--- config.mk ---
export PLATFORM = sky130hd
export DESIGN_NAME = exec_state_ctrl
export DESIGN_NICKNAME = d
export VERILOG_FILES = /design/src/logic/exec_state_pkg.sv /design/src/logic/cond_block_if.sv /design/src/logic/cond_block_seq.sv /design/src/logic/exec_state_ctrl.sv
export SDC_FILE = /design/constraint.sdc
export NUM_CORES = 1
export LEC_CHECK = 0
export BUFFER_PORTS_ARGS = -buffer_cell sky130_fd_sc_hd__buf_2
export CORE_ASPECT_RATIO = 0.8
export CORE_MARGIN = 2
export CORE_UTILIZATION = 36
export CTS_CLUSTER_DIAMETER = 30
export DETAILED_ROUTE_END_ITERATION = 10
export PLACE_DENSITY = 0.85
export SKIP_CTS_REPAIR_TIMING = 1
export SYNTH_ARGS = -nofsm -noshare
export SYNTH_HDL_FRONTEND = slang
export SYNTH_SLANG_ARGS = --single-unit
--- constraint.sdc ---
create_clock -name i_mclk -period 3.3 [get_ports i_mclk]
set_clock_uncertainty 0.15 [all_clocks]
set_input_delay 0 -clock i_mclk [delete_from_list [all_inputs] [get_ports i_mclk]]
set_output_delay 0 -clock i_mclk [all_outputs]
set_load 0.02 [all_outputs]
--- src/logic/exec_state_pkg.sv ---
// Purpose: Shared constants for the execution-state bits of the status word.
// Assumes: 32-bit status word; execution state is eight bits split over two places.
// Notes:   The combined field is ordered {hi[26:25] -> bits 1:0, lo[15:10] -> bits 7:2}.
package exec_state_pkg;
  localparam int unsigned WORD_W      = 32;
  localparam int unsigned FIELD_W     = 8;
  localparam int unsigned REG_ID_W    = 4;
  // Positions inside the status word.
  localparam int unsigned HI_MSB      = 26;
  localparam int unsigned HI_LSB      = 25;
  localparam int unsigned ISA_BIT     = 24;
  localparam int unsigned LO_MSB      = 15;
  localparam int unsigned LO_LSB      = 10;
  localparam int unsigned REG_MSB     = 15;
  localparam int unsigned REG_LSB     = 12;
  localparam int unsigned SAT_BIT     = 27;
  // Positions inside the combined eight-bit field.
  localparam int unsigned F_HI_MSB    = 1;
  localparam int unsigned F_LO_LSB    = 2;
  localparam int unsigned F_REG_LSB   = 4;
  localparam int unsigned F_COND_LSB  = 4;
  // Reset values.
  localparam logic              ISA_RESET   = 1'h1;
  localparam logic [7:0]        FIELD_RESET = 8'h00;
  localparam logic [3:0]        NIBBLE_ZERO = 4'h0;
  localparam logic [2:0]        TAIL_ZERO   = 3'h0;
  localparam logic [WORD_W-1:0] WORD_ZERO   = 32'h0000_0000;
endpackage

--- src/logic/cond_block_if.sv ---
// Purpose: Carries the conditional-block state between controller and sequencer.
// Assumes: Single clock domain; all strobes are one-cycle pulses.
// Notes:   The controller holds advance off under load or clear; load and clear can coincide, and clear wins.
`timescale 1ns/10ps
`default_nettype none
interface cond_block_if;
  logic       load;      // Start a new conditional block.
  logic       clear;     // Abandon the block.
  logic       advance;   // One instruction of the block retired.
  logic [7:0] load_val;  // State to load.
  logic [7:0] state;     // Current state.
  logic       active;    // A block is in progress.
  modport ctrl (output load, output clear, output advance, output load_val,
                input state, input active);
  modport seq  (input load, input clear, input advance, input load_val,
                output state, output active);
endinterface
`default_nettype wire

--- src/logic/cond_block_seq.sv ---
// Purpose: Holds and steps the conditional-block execution state.
// Assumes: Advance pulses once per retired instruction inside the block.
// Notes:   Block ends on a step taken while the low three bits are zero.
`timescale 1ns/10ps
`default_nettype none
module cond_block_seq
  import exec_state_pkg::*;
(
  input  wire logic  i_mclk,    // Core clock.
  input  wire logic  i_resetn,  // Asynchronous reset, active low.
  cond_block_if.seq  cb         // Conditional-block carrier.
);
  logic [7:0] state_q;
  logic [7:0] state_d;
  logic [7:0] stepped;
  logic       done;

  // The mask shifts left each step; an empty tail ends the block.
  assign done    = (state_q[2:0] == TAIL_ZERO);
  assign stepped = done ? FIELD_RESET : {state_q[7:5], state_q[3:0], 1'b0};
  assign state_d = cb.clear ? FIELD_RESET :
                   cb.load ? cb.load_val :
                   cb.advance ? stepped : state_q;
  assign cb.state  = state_q;
  assign cb.active = (state_q[3:0] != NIBBLE_ZERO);

  // State register.
  always_ff @(posedge i_mclk or negedge i_resetn)
  begin
    if (!i_resetn)
      state_q <= FIELD_RESET;
    else
      state_q <= state_d;
  end
endmodule
`default_nettype wire

--- src/logic/exec_state_ctrl.sv ---
// Purpose: Execution-state bits of the status word inside the core.
// Assumes: All event inputs come from core logic on i_mclk and are one-cycle pulses.
// Notes:   Exception entry wins over return, which wins over branches.
//          Entry clears the field; stacking has already copied it by then.
`timescale 1ns/10ps
`default_nettype none
module exec_state_ctrl
  import exec_state_pkg::*;
(
  input  wire logic              i_mclk,          // Core clock, 200 MHz.
  input  wire logic              i_resetn,        // Asynchronous reset, active low.
  input  wire logic              i_vector_load,   // Vector fetched at reset or entry.
  input  wire logic              i_vector_bit0,   // Bit 0 of the fetched vector.
  input  wire logic              i_exc_entry,     // Exception entry.
  input  wire logic              i_exc_return,    // Exception return.
  input  wire logic [WORD_W-1:0] i_stacked_word,  // Status word popped on return.
  input  wire logic              i_branch_xchg,   // Exchange branch or pop to pc.
  input  wire logic              i_target_bit0,   // Bit 0 of the branch target.
  input  wire logic              i_xfer_suspend,  // Multi-register transfer interrupted.
  input  wire logic [3:0]        i_xfer_next_reg, // Next register of that transfer.
  input  wire logic              i_xfer_done,     // Resumed transfer has finished.
  input  wire logic              i_cond_start,    // Conditional-block instruction.
  input  wire logic [7:0]        i_cond_state,    // Condition and mask it sets up.
  input  wire logic              i_instr_retire,  // An instruction retired.
  input  wire logic              i_exec_attempt,  // An instruction is about to run.
  input  wire logic              i_sat_set,       // Saturation occurred.
  input  wire logic              i_move_wr,       // Special-register move write.
  input  wire logic [WORD_W-1:0] i_move_wdata,    // Data of that write.
  output logic [WORD_W-1:0]      o_move_rdata,    // Special-register move read data.
  output logic [WORD_W-1:0]      o_stack_word,    // Execution bits for stacking.
  output logic                   o_isa_state,     // Instruction-set state bit.
  output logic                   o_sat_flag,      // Sticky saturation flag.
  output logic                   o_resume_pending, // A suspended transfer waits.
  output logic [3:0]             o_resume_reg,    // Register to resume from.
  output logic                   o_cond_active,   // Conditional block in progress.
  output logic [3:0]             o_cond_code,     // Condition of the current instruction.
  output logic                   o_isa_fault      // One-cycle fault on illegal state.
);
  cond_block_if cb ();

  // Instruction-set bit.
  logic       isa_q;
  logic       isa_d;
  // Suspended transfer flag and the register it resumes from.
  logic       xfer_q;
  logic       xfer_d;
  logic [3:0] reg_q;
  logic [3:0] reg_d;
  logic       xfer_drop;
  // Sticky saturation flag and the registered fault pulse.
  logic       sat_q;
  logic       fault_q;
  logic       fault_d;
  // Live field and the field popped on return.
  logic [7:0] field;
  logic [7:0] stacked_field;
  logic [3:0] stacked_reg;
  logic       stacked_is_xfer;
  logic       restore_cond;
  logic       return_xfer;

  // Builds the combined field from a full status word.
  function automatic logic [7:0] field_of(input logic [WORD_W-1:0] w);
    field_of = {w[LO_MSB:LO_LSB], w[HI_MSB:HI_LSB]};
  endfunction

  // Places the combined field and the instruction-set bit into a word.
  // Every other position stays zero, so stacking never leaks stray bits.
  function automatic logic [WORD_W-1:0] word_of(input logic [7:0] f, input logic isa);
    logic [WORD_W-1:0] w;
    w = WORD_ZERO;
    w[HI_MSB:HI_LSB] = f[F_HI_MSB:0];
    w[ISA_BIT]       = isa;
    w[LO_MSB:LO_LSB] = f[FIELD_W-1:F_LO_LSB];
    word_of = w;
  endfunction

  cond_block_seq u_seq (
    .i_mclk   (i_mclk),
    .i_resetn (i_resetn),
    .cb       (cb)
  );

  // A stacked field with an empty mask but a register number is transfer state.
  // A transfer suspended before register zero stacks as an all-zero field and
  // so returns as plain execution; the core must restart such a transfer.
  assign stacked_field   = field_of(i_stacked_word);
  assign stacked_reg     = stacked_field[FIELD_W-1:F_REG_LSB];
  assign stacked_is_xfer = (stacked_field[3:0] == NIBBLE_ZERO)
                           && (stacked_reg != NIBBLE_ZERO);
  assign return_xfer     = i_exc_return && !i_exc_entry && stacked_is_xfer;
  assign restore_cond    = i_exc_return && !i_exc_entry && !stacked_is_xfer;

  // Completion of a resumed transfer, or a new block, ends the transfer state.
  assign xfer_drop = i_xfer_done || i_cond_start;

  // Control of the conditional-block sequencer; transfer state excludes it.
  assign cb.load     = (i_cond_start && !i_exc_entry) || restore_cond;
  assign cb.load_val = restore_cond ? stacked_field : i_cond_state;
  assign cb.clear    = i_exc_entry || i_xfer_suspend || return_xfer;
  assign cb.advance  = i_instr_retire && !cb.load && !cb.clear;

  // Combined field: transfer state keeps the high pair and bits 11:10 zero.
  assign field = xfer_q ? {reg_q, NIBBLE_ZERO} : cb.state;

  // Instruction-set bit sources in priority order; the core should never raise
  // two at once, and the order only keeps the bit defined if it does.
  always_comb
  begin
    isa_d = isa_q;
    if (i_vector_load)
      isa_d = i_vector_bit0;
    else if (i_exc_return)
      isa_d = i_stacked_word[ISA_BIT];
    else if (i_branch_xchg)
      isa_d = i_target_bit0;
  end

  // Transfer state: entry clears it after stacking, a suspend records it,
  // a return restores it from the popped word.
  always_comb
  begin
    xfer_d = xfer_q;
    reg_d  = reg_q;
    if (i_exc_entry)
      xfer_d = 1'b0;
    else if (i_xfer_suspend)
    begin
      xfer_d = 1'b1;
      reg_d  = i_xfer_next_reg;
    end
    else if (i_exc_return)
    begin
      xfer_d = stacked_is_xfer;
      reg_d  = stacked_reg;
    end
    else if (xfer_drop)
      xfer_d = 1'b0;
  end

  // An attempt to run with the bit clear is reported one cycle later; lockup
  // handling stays with the core.
  assign fault_d = i_exec_attempt && !isa_q;

  // Instruction-set bit; it leaves reset set.
  always_ff @(posedge i_mclk or negedge i_resetn)
  begin
    if (!i_resetn)
      isa_q <= ISA_RESET;
    else
      isa_q <= isa_d;
  end

  // Transfer flag and the register it resumes from.
  always_ff @(posedge i_mclk or negedge i_resetn)
  begin
    if (!i_resetn)
    begin
      xfer_q <= 1'b0;
      reg_q  <= NIBBLE_ZERO;
    end
    else
    begin
      xfer_q <= xfer_d;
      reg_q  <= reg_d;
    end
  end

  // Fault pulse register.
  always_ff @(posedge i_mclk or negedge i_resetn)
  begin
    if (!i_resetn)
      fault_q <= 1'b0;
    else
      fault_q <= fault_d;
  end

  // Saturation flag: hardware set wins over a software clear in the same cycle.
  always_ff @(posedge i_mclk or negedge i_resetn)
  begin
    if (!i_resetn)
      sat_q <= 1'b0;
    else if (i_sat_set)
      sat_q <= 1'b1;
    else if (i_move_wr)
      sat_q <= i_move_wdata[SAT_BIT];
  end

  // Move reads show only the saturation flag; execution and reserved bits are zero.
  always_comb
  begin
    o_move_rdata          = WORD_ZERO;
    o_move_rdata[SAT_BIT] = sat_q;
  end

  // The stacked view carries the real execution state.
  assign o_stack_word     = word_of(field, isa_q);
  assign o_isa_state      = isa_q;
  assign o_sat_flag       = sat_q;
  assign o_resume_pending = xfer_q;
  assign o_resume_reg     = reg_q;

  // Block status is hidden while a suspended transfer owns the field.
  assign o_cond_active    = cb.active && !xfer_q;
  assign o_cond_code      = cb.state[FIELD_W-1:F_COND_LSB];
  assign o_isa_fault      = fault_q;
endmodule
`default_nettype wire

# Word-level counts from Yosys, hierarchy flattened
# Cells that the tools add are included.
dict set report op_classes {
  n_addsub 0
  n_mul 0
  div 0
  n_lt_le_gt_ge 0
  eq_ne 0
  shift 0
  mux 17
  bitwise 1
  reduce_logical 31
}
# op n
set ops {}
lappend ops {{2-to-1 mux 8 bit} 6}
lappend ops {{nonzero test 4 bit} 3}
lappend ops {{logical AND 1 bit} 9}
lappend ops {{2-to-1 mux 1 bit} 9}
lappend ops {{nonzero test 3 bit} 3}
lappend ops {{2-to-1 mux 4 bit} 2}
lappend ops {{zero test 1 bit} 6}
lappend ops {{zero test 4 bit} 1}
lappend ops {{logical OR 1 bit} 4}
lappend ops {{AND reduction 2 bit} 2}
lappend ops {{nonzero test 2 bit} 2}
lappend ops {{zero test 3 bit} 1}
lappend ops {{NOT 1 bit} 1}
dict set report word_totals {
  register_bits 16
  latchBits 0
  mem_bits_rw 0
  romBits 0
  in_bits 91
  output_inout_bits 77
  elab_cells 56
  memories 0
}

# Depth between registers and ports, before layout
dict set report depth {
  ltp_word 11
  mapped_depth 5
  ltp_nobuf 4
}

# By module
# Synthesis repeated with hierarchy kept, for this count alone.
dict set report hier_totals {
  cells_unflattened 157
  hier_area_um2 1440.1
}
# module instances cells_per_inst area_per_inst_um2 seq_area_each_um2
set modules_own_cells {}
lappend modules_own_cells {exec_state_ctrl 1 124 1044.8 201.4}
lappend modules_own_cells {cond_block_seq 1 33 395.4 200.2}

# Least setup slack after synthesis
# OpenSTA, ideal clock, no wires.
dict set report synth_path {
  path_type {input to register}
  startpoint {input port i_stacked_word[10]}
  endpoint {register u_seq.state_q[4] (netlist: u_seq.cb.state[4])}
  setup_ns 0.122
  arrival_ns 1.132
  required_ns 3.028
  slack_ns 1.896
  path_stages 3
  path_buffers 0
  cell_sequence {or4_4 -> or3_4 -> a32o_1}
}
dict set report synth_between {
  elab_chain_len 9
  elab_cells_between_ends 15
  classes_between {mux (3); reduce/logical (12)}
}
# element line
set synth_lines {}
lappend synth_lines {{from (decl)} exec_state_ctrl.sv:16} ;# input wire logic [WORD_W-1:0] i_stacked_word,
lappend synth_lines {{zero test 4 bit (*)} exec_state_ctrl.sv:89} ;# assign stacked_is_xfer = (stacked_field[3:0] == NIBBLE_ZERO)
lappend synth_lines {{logical AND 1 bit (*)} exec_state_ctrl.sv:90} ;# && (stacked_reg != NIBBLE_ZERO);
lappend synth_lines {{zero test 1 bit} exec_state_ctrl.sv:92} ;# assign restore_cond = i_exc_return && !i_exc_entry && !stacked_is_xfer;
lappend synth_lines {{logical AND 1 bit} exec_state_ctrl.sv:92}
lappend synth_lines {{logical OR 1 bit} exec_state_ctrl.sv:98} ;# assign cb.load = (i_cond_start && !i_exc_entry) || restore_cond;
lappend synth_lines {{zero test 1 bit} exec_state_ctrl.sv:101} ;# assign cb.advance = i_instr_retire && !cb.load && !cb.clear;
lappend synth_lines {{logical AND 1 bit (2 in a row)} exec_state_ctrl.sv:101}
lappend synth_lines {{nonzero test 3 bit (no source line)} n/a}
lappend synth_lines {{to (signal assigned)} cond_block_seq.sv:33} ;# state_q <= state_d;
lappend synth_lines {{to (decl)} cond_block_seq.sv:13} ;# logic [7:0] state_q;
# Every way passes the cells marked *; elsewhere a longest branch is shown, timed or not.
# A chain may end at the register's enable or synchronous reset.

# Final worst setup path
dict set report layout_path {
  startpoint {input port i_exc_entry}
  endpoint {register u_seq.state_q[7] (netlist: u_seq.cb.state[7])}
}
dict set report layout_between {
  elab_chain_len 9
  elab_cells_between_ends 18
  classes_between {mux (3); reduce/logical (15)}
}
# element line
set layout_lines {}
lappend layout_lines {{from (decl)} exec_state_ctrl.sv:14} ;# input wire logic i_exc_entry,
lappend layout_lines {{zero test 1 bit} {exec_state_ctrl.sv:91, exec_state_ctrl.sv:92, exec_state_ctrl.sv:98}}
lappend layout_lines {{logical AND 1 bit} {exec_state_ctrl.sv:91, exec_state_ctrl.sv:92}}
lappend layout_lines {{logical AND 1 bit} exec_state_ctrl.sv:92}
lappend layout_lines {{logical OR 1 bit} exec_state_ctrl.sv:98}
lappend layout_lines {{zero test 1 bit} exec_state_ctrl.sv:101}
lappend layout_lines {{logical AND 1 bit (2 in a row)} exec_state_ctrl.sv:101}
lappend layout_lines {{nonzero test 3 bit (no source line)} n/a}
lappend layout_lines {{AND reduction 2 bit (no source line)} n/a}
# Several ways; a longest one is shown, not always the timed one.

==> impl_metrics.yaml <==
logic_synthesis:
  syn_area_um2: 1420
  avgSynthCellArea_um2: 8.35
  synth_cell_types: 30
  synth_warnings: 0
  synth_seq_area_share_pct: 28.3
  synthCells: 170
  yosys_register_bits: 16
die:
  start_util_pct: 37.5
  core_area_um2: 3780
  ios: 168
  dieWidth_um: 74.2
  die_y_um: 60.2
  die_area_um2: 4460
  num_rows: 20
worst_hold_path:
  hold_class: "input port to flip-flop"
  min-delay-start: "i_stacked_word[14]"
worst_setup_path:
  critPathCaptureType: "flip-flop"
  cp.required_ps: 3330
  worstPathArrival_ps: 2380
  start_kind: "input port"
  cp_max_fo: 10
  startpoint: "i_exc_entry"
  regToRegStartpoint: "u_seq.cb.state[0]"
  crit_type: "input port to flip-flop"
pwr:
  power.density_nw_per_um2: 340
  leakage_nw: 0.957
  peakVddDrop_v: 0.000148
global_route:
  grt_remaining_overflow: 0
  antenna_found_initial: 0
  grt_pass1_vias: 1038
  grt_pass1_wl_um: 4600
  track_usage_pct: 13.7
  grt_max_degree: 19
timing:
  drv_slew: 0
  tns_ps: 0
  fin_ws_ps: 957
  hold_violations: 4
  setup_viol: 0
  slew_headroom_pct: 60.4
  rsz0062_at_grt: "no"
  whs_ps: -62.2
  fmax_ghz: 0.427
  tightestPinTransition_ps: 589
  fin_crit_ps: 2340
  fin_crit_sh_pct: 71.0
place:
  gp_congestion: 0.860
  io_buffer_count: 59
  pre_cts_ws_ps: 1740
  place_hpwl_um: 2520
clocking:
  cts.reportedPaths.clkPinSlew_ps: 70
  numClockSinks: 16
  root_buffer: "clkbuf_8"
  cts_max_level: 1
  worstSkewPairLatency_ps: 250
  cts.path.max_buffers: 2
  cts_inserted_buffers: 3
  cts_tree: "done"
detailed_routing:
  routed_via_density: 4.34
  detail-route-antenna-nets: 0
  drt-total-wl_um: 3370
  dr.pass1.iters: 4
  route.detailed.wl_per_inst_um: 11.3
  drtIter0Drc: 55
  routed-via-count: 1298
  drc: 0
outcome:
  status: "finished with violations"
  violations: "hold timing"
cells_and_area:
  area_growth_pct: 26.6
  largest_register_ff_count: 8
  nFillCells: 388
  num_antenna_cells: 0
  drive_gt1_share_pct: 30.7
  nets: 336
flow_run:
  cap_viol_max_count: 0
through the flow:
stage	instances	power [W]	utilization, %	area [um^2]
2_1_floorplan	223	0.000410	-	1620
3_3_place_gp	271	0.000410	39.7	1500
6_report	299	0.000611	47.5	1800
5_1_grt	299	0.000647	47.5	1800
4_1_cts	275	0.000591	41.2	1560
3_5_place_dp	271	0.000413	39.7	1500
critical path, stage by stage:
cell           delay, ps
dlygate4sd3_1        540
buf_2                180
or2_2                330
a2111oi_2            500
a22oi_1              160
nand2_1               90
dlygate4sd3_1        560
power by group:
part | internal (W) | switching [W] | total [W] | leakage, nW
clock network | 0.000106 | 0.0000699 | 0.000176 | 0.0288
logic | 0.0000738 | 0.000138 | 0.000212 | 0.724
registers | 0.000211 | 0.0000125 | 0.000223 | 0.205
total | 0.000390 | 0.000220 | 0.000611 | 0.957
layout by cell type, fill, tap and decap left out:
cell           count
nor2_1             8
conb_1            54
and3_2             1
a2111oi_2          1
nor2b_1            7
nor4_1             2
o21ai_2            1
o211ai_1           2
clkbuf_8           4
or4_4              1
nand2_1           18
nor4_2             1
dlygate4sd3_1     24
or3_4              1
a22oi_1            8
o21ai_1            1
buf_2             59
dfrtp_1           15
o21bai_1           1
mux2i_1            1
or2_2              1
a211o_1            1
o21ai_0           10
inv_1              3
nor3_1             1
dfstp_2            1
mux2_2             4
a32o_1             4
nor4b_1            1
a21oi_1            8
cell families after synthesis:
kind of cell / share of synthesized area (%)
AO/OA/AOI/OAI: 17.6
buffers and inverters: 34.7
flip-flops: 28.3
multiplexers: 3.88
other: 0.264
AND/OR/NAND/NOR: 15.3
final cells by class:
cell class	count	area [um^2]	share of cell area [%]
repair buffers	83	536	29.8
flip-flops and latches	16	402	22.4
inverters	3	11.3	0.627
multi-input cells	138	724	40.3
clock buffers	4	55.1	3.06
well taps	55	68.8	3.83
layer usage:
| metal | share of wire (%) | global-route usage, % |
|---|---|---|
| met5 | 0 | 0 |
| met4 | 1.0 | 4.94 |
| met3 | 9.1 | 3.88 |
| met2 | 51 | 25.0 |
| met1 | 39 | 15.2 |
synth_stat cells, drive strengths merged:
cell / count / share of area [%]
a2111oi: 1 / 1.1
a211o: 1 / 0.62
a21oi: 8 / 2.8
a22oi: 8 / 4.2
a32o: 4 / 2.8
and3: 1 / 0.53
buf: 64 / 33
clkbuf: 2 / 0.53
conb: 1 / 0.26
dfrtp: 15 / 26
dfstp: 1 / 1.9
inv: 3 / 0.79
mux2: 4 / 3.2
mux2i: 1 / 0.71
nand2: 18 / 4.8
nor2: 8 / 2.1
nor2b: 7 / 3.1
nor3: 1 / 0.35
nor4: 3 / 1.8
nor4b: 1 / 0.62
o211ai: 2 / 1.1
o21ai: 12 / 4.5
o21bai: 1 / 0.53
or2: 1 / 0.44
or3: 1 / 0.79
or4: 1 / 0.79
final timing paths:
| kind | slack [ps] | depth (start not counted) | to |
|---|---|---|---|
| max | 960 | 7 | u_seq.cb.state[7] |
| min | -60 | 3 | o_resume_reg[2] |
| max reg2reg | 1200 | 5 | u_seq.cb.state[7] |
| min reg2reg | 340 | 1 | u_seq.cb.state[3] |
| max in group asynchronous | 2630 | 2 | o_isa_state |
| min in group asynchronous | 50 | 2 | o_resume_reg[0] |
Power figures use the tool's default switching activity.
